<file path="config.mk">
export PLATFORM = sky130hd
export DESIGN_NAME = spi_slave_sleep_port
export DESIGN_NICKNAME = d
export VERILOG_FILES = /design/src/inc/spi_sleep_pkg.sv /design/src/logic/spi_slave_sleep_port.sv
export VERILOG_INCLUDE_DIRS = /design/src /design/src/inc
export SDC_FILE = /design/constraint.sdc
export NUM_CORES = 1
export LEC_CHECK = 0
export BUFFER_PORTS_ARGS = -buffer_cell sky130_fd_sc_hd__buf_4
export CORE_UTILIZATION = 58
export DETAILED_ROUTE_END_ITERATION = 8
export PLACE_DENSITY_LB_ADDON = 0.05
export SLEW_MARGIN = 10
export SYNTH_ARGS = -nofsm -noshare
export SYNTH_HDL_FRONTEND = slang
export SYNTH_SLANG_ARGS = --single-unit
</file>
<file path="constraint.sdc">
create_clock -name core_clk -period 2.5 [get_ports core_clk]
set_clock_uncertainty 0.2 [all_clocks]
set_input_delay 0.5 -clock core_clk [delete_from_list [all_inputs] [get_ports core_clk]]
set_output_delay 0.5 -clock core_clk [all_outputs]
set_load 0.1 [all_outputs]
</file>
<file path="src/inc/spi_sleep_map.svh">
// Constant map of the sleep-aware SPI slave port
`ifndef SPI_SLEEP_MAP_SVH
`define SPI_SLEEP_MAP_SVH
// ==========================================================
// Modes and data
`define MODE_GATED   4'h4
`define MODE_FREE    4'h5
`define BYTE_BITS    4'h8
`define BUF_RST      8'h00
// ==========================================================
// Timing, core clock 50 MHz
`define CLK_NS       20
`define TCY_NS       80
`define TCY_CYC      ((`TCY_NS) / (`CLK_NS))
`define GUARD_NS     180
`define GUARD_CYC    (((`GUARD_NS) + (`CLK_NS) - 1) / (`CLK_NS))
`define WAKE_NS      1000
`define WAKE_CYC     (((`WAKE_NS) + (`CLK_NS) - 1) / (`CLK_NS))
`endif

</file>
<file path="src/inc/spi_sleep_pkg.sv">
// Types of the sleep-aware SPI slave port
package spi_sleep_pkg;
   typedef enum logic [1:0] {PWR_RUN, PWR_SLEEP, PWR_WAKE} pwr_t;
   typedef struct packed {
      logic [2:0] sclk_s;
      logic [2:0] ss_s;
      logic [1:0] sdi_s;
      logic [7:0] sh;
      logic [3:0] cnt;
      logic [7:0] serial_buffer;
      logic [7:0] rx_hold;
      logic       pend;
      logic       buffer_full_flag;
      logic       port_interrupt_flag;
      logic       write_collision_flag;
      logic       done_tgl;
      logic       ss_cont;
      logic       fault;
      logic       slp_pend;
      logic [3:0] ss_age;
      logic [6:0] wake_cnt;
      pwr_t       pwr;
   } state_t;
endpackage : spi_sleep_pkg

</file>
<file path="src/logic/spi_slave_sleep_port.sv">
// SPI slave port with the core Sleep interactions
`timescale 1ns/1ps
`include "spi_sleep_map.svh"

// Overview of operation
// - Mode 0100: slave transfers framed by the select pin.
// - Mode 0101: slave runs regardless of the select pin.
// - Gated mode: select released before wake-up buffer update loses byte.
// - Spare output toggles when buffer-full is set; master then releases.
// - Select within 1 Tcy before Sleep: rx byte dropped, buffer kept.
// - In that fault the queued MSB is sent on all eight clocks.
// - Sleep is held off until 2.25 Tcy after select goes active.
// - Spurious collision flag on Sleep mid-transfer in two listed cases.
// - Spurious collision flag never aborts the transfer in progress.
// - Clearing port enable clears transfer state, avoiding spurious flag.
module spi_slave_sleep_port (
   input  wire logic       core_clk,
   input  wire logic       reset_n,
   input  wire logic       sclk_pin,
   input  wire logic       ss_n_pin,
   input  wire logic       sdi_pin,
   output logic            sdo_out,
   output logic            sdo_oe_n,
   input  wire logic       port_enable_bit,
   input  wire logic [3:0] port_mode_field,
   input  wire logic       clk_edge_sel,
   input  wire logic       sleep_exec,
   input  wire logic       sleep_guard_en,
   input  wire logic       buf_wr,
   input  wire logic [7:0] buf_wdata,
   input  wire logic       buf_rd,
   input  wire logic       pif_clr,
   input  wire logic       write_collision_flag_clr,
   output logic [7:0]      serial_buffer,
   output logic            buffer_full_flag,
   output logic            port_interrupt_flag,
   output logic            write_collision_flag,
   output logic            done_toggle,
   output logic            asleep
);
   // ==========================================================
   // Reset release
   logic [1:0]            rst_s;
   logic                  rst_n;
   spi_sleep_pkg::state_t q;
   spi_sleep_pkg::state_t d;
   localparam spi_sleep_pkg::state_t RST_STATE = '{
      sclk_s: 3'h0, ss_s: 3'h7, sdi_s: 2'h0, sh: 8'h00, cnt: 4'h0,
      serial_buffer: `BUF_RST, rx_hold: 8'h00, pend: 1'b0,
      buffer_full_flag: 1'b0, port_interrupt_flag: 1'b0,
      write_collision_flag: 1'b0, done_tgl: 1'b0, ss_cont: 1'b0,
      fault: 1'b0, slp_pend: 1'b0, ss_age: 4'h0, wake_cnt: 7'h0,
      pwr: spi_sleep_pkg::PWR_RUN};

   always_ff @(posedge core_clk or negedge reset_n) begin
      if (!reset_n) begin
         rst_s <= 2'h0;
      end else begin
         rst_s <= {rst_s[0], 1'b1};
      end
   end
   assign rst_n = rst_s[1];

   // ==========================================================
   // Decoded link view, from second and third sync stages only
   logic gated, free, slave, sel, ss_rel, sclk_rise, sclk_fall;
   logic sample, done, go, guard_block, busy;

   assign gated     = port_enable_bit && port_mode_field == `MODE_GATED;
   assign free      = port_enable_bit && port_mode_field == `MODE_FREE;
   assign slave     = gated || free;
   assign sel       = free || (gated && !q.ss_s[1]);
   assign ss_rel    = q.ss_s[1] && !q.ss_s[2];
   assign sclk_rise = q.sclk_s[1] && !q.sclk_s[2];
   assign sclk_fall = !q.sclk_s[1] && q.sclk_s[2];
   // Edge select picks the sampling edge; output moves right after it
   assign sample    = sel && (clk_edge_sel ? sclk_rise : sclk_fall);
   assign done      = sample && q.cnt == `BYTE_BITS - 4'h1;
   assign busy      = q.cnt != 4'h0;
   // Sleep deferral keeps clear of the select-to-sleep hazard
   assign guard_block = sleep_guard_en && gated && sel
                        && q.ss_age < 4'(`GUARD_CYC);
   assign go = (sleep_exec || q.slp_pend) && !guard_block
               && q.pwr == spi_sleep_pkg::PWR_RUN;

   // ==========================================================
   // Next state
   always_comb begin
      d        = q;
      d.sclk_s = {q.sclk_s[1:0], sclk_pin};
      d.ss_s   = {q.ss_s[1:0], ss_n_pin};
      d.sdi_s  = {q.sdi_s[0], sdi_pin};

      if (!sel) begin
         d.ss_age = 4'h0;
      end else if (q.ss_age != 4'hf) begin
         d.ss_age = q.ss_age + 4'h1;
      end

      if (pif_clr) begin
         d.port_interrupt_flag = 1'b0;
      end
      if (write_collision_flag_clr) begin
         d.write_collision_flag = 1'b0;
      end
      if (buf_rd) begin
         d.buffer_full_flag = 1'b0;
      end

      // Writes mid-byte are refused, as on a real collision
      if (buf_wr) begin
         if (busy) begin
            d.write_collision_flag = 1'b1;
         end else begin
            d.serial_buffer = buf_wdata;
            d.sh            = buf_wdata;
         end
      end

      if (sample) begin
         d.sh  = {q.sh[6:0], q.sdi_s[1]};
         d.cnt = q.cnt + 4'h1;
      end
      if (done) begin
         d.cnt     = 4'h0;
         d.fault   = 1'b0;
         d.ss_cont = gated; // select still low into next byte
         if (q.fault) begin
            // Received byte dropped, queued byte stays put
            d.fault = 1'b0;
            // Dropped byte still wakes the core, else it would sleep forever
            if (q.pwr == spi_sleep_pkg::PWR_SLEEP) begin
               d.pwr      = spi_sleep_pkg::PWR_WAKE;
               d.wake_cnt = 7'h0;
            end
         end else if (q.pwr == spi_sleep_pkg::PWR_RUN) begin
            d.serial_buffer       = {q.sh[6:0], q.sdi_s[1]};
            d.buffer_full_flag    = 1'b1;
            d.port_interrupt_flag = 1'b1;
            d.done_tgl            = !q.done_tgl;
         end else begin
            d.rx_hold  = {q.sh[6:0], q.sdi_s[1]};
            d.pend     = 1'b1;
            d.pwr      = spi_sleep_pkg::PWR_WAKE;
            d.wake_cnt = 7'h0;
         end
      end

      if (sleep_exec && guard_block) begin
         d.slp_pend = 1'b1;
      end
      if (go) begin
         d.slp_pend = 1'b0;
         d.pwr      = spi_sleep_pkg::PWR_SLEEP;
         if (gated && sel && !busy && q.ss_age < 4'(`TCY_CYC)) begin
            d.fault = 1'b1;
         end
         // Flag only; the shift count is left alone
         if (busy && ((free && !clk_edge_sel) || (gated && q.ss_cont))) begin
            d.write_collision_flag = 1'b1;
         end
      end

      if (q.pwr == spi_sleep_pkg::PWR_WAKE) begin
         d.wake_cnt = q.wake_cnt + 7'h1;
         if (q.pend && gated && ss_rel) begin
            d.pend = 1'b0;
         end
         if (q.wake_cnt == 7'(`WAKE_CYC - 1)) begin
            d.pwr  = spi_sleep_pkg::PWR_RUN;
            d.pend = 1'b0;
            if (q.pend && !(gated && ss_rel)) begin
               d.serial_buffer       = q.rx_hold;
               d.buffer_full_flag    = 1'b1;
               d.port_interrupt_flag = 1'b1;
               d.done_tgl            = !q.done_tgl;
            end
         end
      end

      // Gated mode with select high, or port disabled, idles the shifter
      if (!slave || (gated && q.ss_s[1])) begin
         d.cnt     = 4'h0;
         d.ss_cont = 1'b0;
         d.fault   = slave ? d.fault : 1'b0;
      end
   end

   always_ff @(posedge core_clk or negedge rst_n) begin
      if (!rst_n) begin
         q <= RST_STATE;
      end else begin
         q <= d;
      end
   end

   // ==========================================================
   // Outputs
   assign sdo_out = q.fault ? q.serial_buffer[7] : q.sh[7];
   assign sdo_oe_n             = !(slave && sel);
   assign serial_buffer        = q.serial_buffer;
   assign buffer_full_flag     = q.buffer_full_flag;
   assign port_interrupt_flag  = q.port_interrupt_flag;
   assign write_collision_flag = q.write_collision_flag;
   assign done_toggle          = q.done_tgl;
   assign asleep               = q.pwr != spi_sleep_pkg::PWR_RUN;

   // ==========================================================
   // Assertions
   localparam int WAKE_BOUND  = `WAKE_CYC;
   localparam int GUARD_BOUND = `GUARD_CYC;
endmodule : spi_slave_sleep_port

</file>
== After elaboration in Yosys (flattened, before gate mapping) ==
Index checks and enable logic that the tools add are counted.
Cells by class
  add/subtract/negate cells: 3
  $mul: 0
  divide/modulo/power cells: 0
  magnitude comparators: 2
  equality and inequality tests: 11
  shift-type cells: 0
  multiplexer cells: 47
  bitwise logic cells: 2
  reductions and logical operators: 53
Operators by type and width (number)
  8-bit two-way mux: 8
  9-bit two-way mux: 6
  1-bit logical AND: 26
  23-bit two-way mux: 1
  19-bit two-way mux: 1
  1-bit two-way mux: 18
  4-bit by 3-bit == test with 1-bit output, second input constant: 3
  12-bit two-way mux: 1
  2-bit two-way mux: 6
  4-bit two-way mux: 3
  1-bit logical NOT: 11
  2-bit nonzero test: 5
  3-bit two-way mux: 3
  4-bit by 1-bit adder with 4-bit output, second input constant: 2
  7-bit by 1-bit adder with 7-bit output, second input constant: 1
  7-bit by 6-bit == test with 1-bit output, second input constant: 1
  3-bit AND reduction: 2
  1-bit logical OR: 5
  4-bit by 3-bit less-than comparator with 1-bit output, second input constant: 1
  4-bit less-than comparator, second input constant: 1
  4-bit != test, second input constant: 1
  4-bit nonzero test: 1
  3-bit by 1-bit != test with 1-bit output, second input constant: 1
  3-bit by 2-bit != test with 1-bit output, second input constant: 1
  8 further kinds: 9
Storage, ports and cells
  bits in registers: 59
  bits in latches: 0
  memory bits (writable): 0
  bits in read-only memories: 0
  input bits: 25
  output and inout bits: 15
  word-level logic and storage cells: 137
  memories kept: 0

== Depth between registers and ports, before layout ==
  word-level depth: 12
  mapped depth: 8
  gate-level depth less buffers: 6

== Worst setup path after synthesis ==
No wires, ideal clock.
  path kind: register to register
  start: register q[0] (netlist bit)
  end: register q, in the netlist serial_buffer[7]
  library setup time: 0.127 ns
  arrival: 2.371 ns
  required time: 2.173 ns
  path slack: -0.198 ns
  cell stages (with the launch flop): 8
  buffers on the path: 2
  period minus slack after synthesis: 2.698 ns
  cell sequence: dfrtp_1 > clkbuf_1 > nor2_2 > inv_1 > clkbuf_1 > nor2_1 > a21oi_1 > o21ai_0
RTL lines
  start, declared: RTL line spi_slave_sleep_port.sv:45  | spi_sleep_pkg::state_t q;
  start signal, assigned: RTL line spi_slave_sleep_port.sv:191  | q <= RST_STATE;
  start signal, assigned: RTL line spi_slave_sleep_port.sv:193  | q <= d;

== Worst setup path after layout ==
  start: input port_mode_field[3]
  end: output sdo_oe_n
On the way
  cells in the longest elaborated chain, start to end: 6
  elaborated cells on any way between the ends: 9
  those cells by class: eq/ne (2); reduce/logical (7)
Ends and longest elaborated chain
  start, declared: RTL line spi_slave_sleep_port.sv:25  | input wire logic [3:0] port_mode_field,
  4-bit by 3-bit == test with 1-bit output (no line)
  1-bit logical AND (no line)
  1-bit logical AND: RTL line spi_slave_sleep_port.sv:72  | assign sel = free || (gated && !q.ss_s[1]);
  1-bit logical OR: RTL line spi_slave_sleep_port.sv:72
  1-bit logical AND (*): RTL line spi_slave_sleep_port.sv:200  | assign sdo_oe_n = !(slave && sel);
  1-bit logical NOT (*): RTL line spi_slave_sleep_port.sv:200
  end, declared: RTL line spi_slave_sleep_port.sv:23  | output logic sdo_oe_n,
Every way passes the cells marked *; elsewhere a longest branch is shown, timed or not.

==> summary.txt <==
Logic synthesis
  – Per-instance average area after synthesis: 10.2 µm²
  – Most instantiated library cell after synthesis: dfrtp_1
  – Netlist area before placement: 3090 µm²
  – Synth top area cells: dfrtp_1 (45%), mux2_2 (6.2%), o21ai_0 (3.9%), a21oi_1 (3.6%), mux2i_1 (3.2%)
  – Post-synth EDFFs: 0
  – Cell taking the most area after synthesis: dfrtp_1
  – Top post-synthesis cells by count: dfrtp_1 (56), o21ai_0 (24), a21oi_1 (22)
  – Register bit count reported by yosys: 59
  – Top cell type's share of synthesized area: 45.3%
  – FFs w/ async S/R, synth: between 90% and 100%
  – Count of distinct cell types in the synthesized netlist: 55
  – Synthesized netlist net count: 333
  – Proportion of synthesized chip area in sequential cells: 47.9%
  – Ys Warns: 0
  – Primary FF master, synth: dfrtp_1
  – Post-Synthesis Cells: ~300

Placement
  – PortBufs: 39
  – Total half-perimeter wirelength after legalization and detailed placement: 4.28 mm
  – Placement Setup Slack: approximately 99 ps
  – Routability congestion estimate: 0.807

GRT
  – Maximum number of pins on one net before global-route repair: 58
  – GRT met3 Usage: under 10%
  – Met1 Usage GRT: 32.8%
  – Overall Global Routing Usage: about 26%
  – Grt met2 use: 42.2%
  – Number of global-route vias before repair: 2384
  – Most congested layer reported by global routing: met2
  – Wire length of the first global-routing pass: 10.7 mm
  – Antenna violations before repair: 0
  – Grt total ovfl: 0

Setup path
  – Terminus of the critical flop-to-flop path: serial_buffer[0]
  – FF-to-FF path depth: 6
  – Data required time of the critical path: ~1800 ps
  – Maximum fanout encountered on the critical timing path: 6
  – Critical R2R Launch: q[37]
  – Reg-to-reg setup timing slack: 250 ps
  – Type of the worst setup path: in2out
  – Critical Path Start Type: input pin
  – Type of element capturing the critical path: primary output
  – Data arrival time at the worst-slack endpoint: 1570 ps

Pwr
  – Worst vdd rail ir drop: between 0.4 and 0.5 mV
  – Pwr dens: 634 nW/µm²
  – Total power: 2.38 mW
  – Static power due to leakage: 1.67 nW

Timing
  – Total Neg Setup Slack: 0 ps
  – Pin slew with the least headroom to its limit: ~540 ps
  – Slew headroom: 63.7%
  – Post-route worst hold slack: 53.3 ps
  – Minimum clock period after layout: 2270 ps
  – Max-slew violation total from the final report: 0
  – Worst Setup Slack, final: between 200 and 250 ps
  – Final worst path period share: around nine tenths
  – Achievable Freq: ~440 MHz
  – Fin. Hold Viols: 0
  – Setup repair after global routing missed its margin: no
  – Number of endpoints failing setup at the final stage: 0

Clock network
  – Number of buffers inserted to repair setup after CTS: 0
  – CTS buffer count: 9
  – Clock-pin slew reported for the worst setup and hold paths after clock tree synthesis: 70 ps
  – Buffer cell driving the clock tree root: clkbuf_8
  – Max Buffers Root-to-Sink: 2
  – Number of H-tree levels: 3
  – Number of clock sinks: 59
  – CTS resizes: 0
  – Clk_lat worst skew: 330 ps
  – TritonCTS clock tree: done

Detailed routing
  – Detailed-route wire length: 6.44 mm
  – 1st-pass router iterations: 4
  – Post-route DRC: 0
  – DR vias/cell: 5.74
  – Via count of the routed design: 2424
  – Violation count after the first detailed-routing iteration: 206
  – Antenna Nets Post-Route: 0
  – Average wire length per cell after detail routing: 15.2 µm

Floorplanning
  – Die H: around 75 µm
  – Die outline area: about 5600 µm²
  – Initial cell density of the core: slightly above 60%
  – Die W: roughly 75 µm
  – Total I/O pin count: 40
  – Area of the core: 5110 µm²
  – Cell Rows: 26

Worst hold path
  – Type of the most critical hold path: reg2async

Final layout
  – Antenna cell count: 0
  – Layout Nets: around 380
  – Area added between synthesis and finish: 21.2%
  – Layout cells sized above 1: 27.8%

Flow run
  – Max-cap violations: 0

Status
  – Run status: complete, no violations
## power by group
group,leakage [nW],switching (mW),internal [mW]
Clock,0.113,0.374,0.614
Combinational,0.826,0.237,0.112
Sequential,0.734,0.0379,1.00
Total,1.67,0.648,1.73
## layout make-up
cell class / count / area, µm²
clock buffer: 12 / 155
clock inverter: 4 / 72.6
fill: 357 / 1360
inverter: 14 / 52.6
multi-input combinational: 207 / 1450
sequential: 59 / 1480
tap: 70 / 87.6
timing repair buffer: 56 / 448
## critical path: stages
cell and delay (ps):
buf_4 110, nor4bb_1 410, buf_4 240, nand2_1 70, buf_4 230
## registers in the layout (all words and copies together) (netlist names)
name and flops:
buffer_full_flag 1, d 5, done_toggle 1, port_interrupt_flag 1, q 40, rst_s 2
serial_buffer 8, write_collision_flag 1
## layer usage
metal / vias to the layer above / wire length [µm] / share of wire, %
met4: 0 / 92 / 1.4
met1: 1187 / 2990 / 46
met5: - / 0 / 0
li1: 1172 / - / -
met2: 57 / 3090 / 48
met3: 8 / 259 / 4.0
## logic make-up after synthesis
logic type / Yosys count / share of synthesized area, %
simple gates: 92 / 16.7
compound gates: 77 / 16.4
flops: 59 / 47.9
buf+inv: 36 / 5.67
mux: 27 / 9.43
fa+ha+maj: 6 / 2.43
xor+xnor: 4 / 1.38
other cells: 1 / 0.121
## timing repair
action                                  CTS  global route
endpoints found under the setup margin    0             0
hold buffers                              1             0
endpoints found under the hold margin     2             0
## cell usage in the layout, fill, tap and decap left out, drive strengths merged, types with 3 or more instances in the layout
cell,netlist,layout
o31ai,3,3
dfstp,3,3
or4,8,8
nor2b,3,3
nand3,13,13
nand2,20,20
nor2,21,21
a22o,4,4
clkbuf,5,12
ha,6,6
mux2,17,17
inv,14,14
nand2b,3,3
o21ai,31,31
nor3b,3,3
xor2,3,3
a21oi,22,22
nor3,4,4
buf,17,55
nand3b,3,3
mux2i,10,10
dfrtp,56,56
## worst max-delay path by stage
| stage | from | to | slack, ps | depth (start not counted) |
|---|---|---|---|---|
| after CTS | q[3] | done_toggle | 240 | 6 |
| after global placement | port_mode_field[3] | q[25] | 130 | 6 |
| after detailed placement | port_mode_field[3] | q[27] | 100 | 6 |
| final | port_mode_field[3] | sdo_oe_n | 230 | 5 |
| after floorplan | q[0] | serial_buffer[5] | 190 | 7 |
| after global routing | q[37] | serial_buffer[0] | 90 | 6 |
## through the flow
step                instances  instance area (µm²)  utilization [%]
floorplan                 302                 3090                -
global placement          405                 3510             68.7
detailed placement        405                 3510             68.7
CTS                       422                 3750             73.4
global route              422                 3750             73.4
finish                    422                 3750             73.4
(Power assumes the default switching activity.)
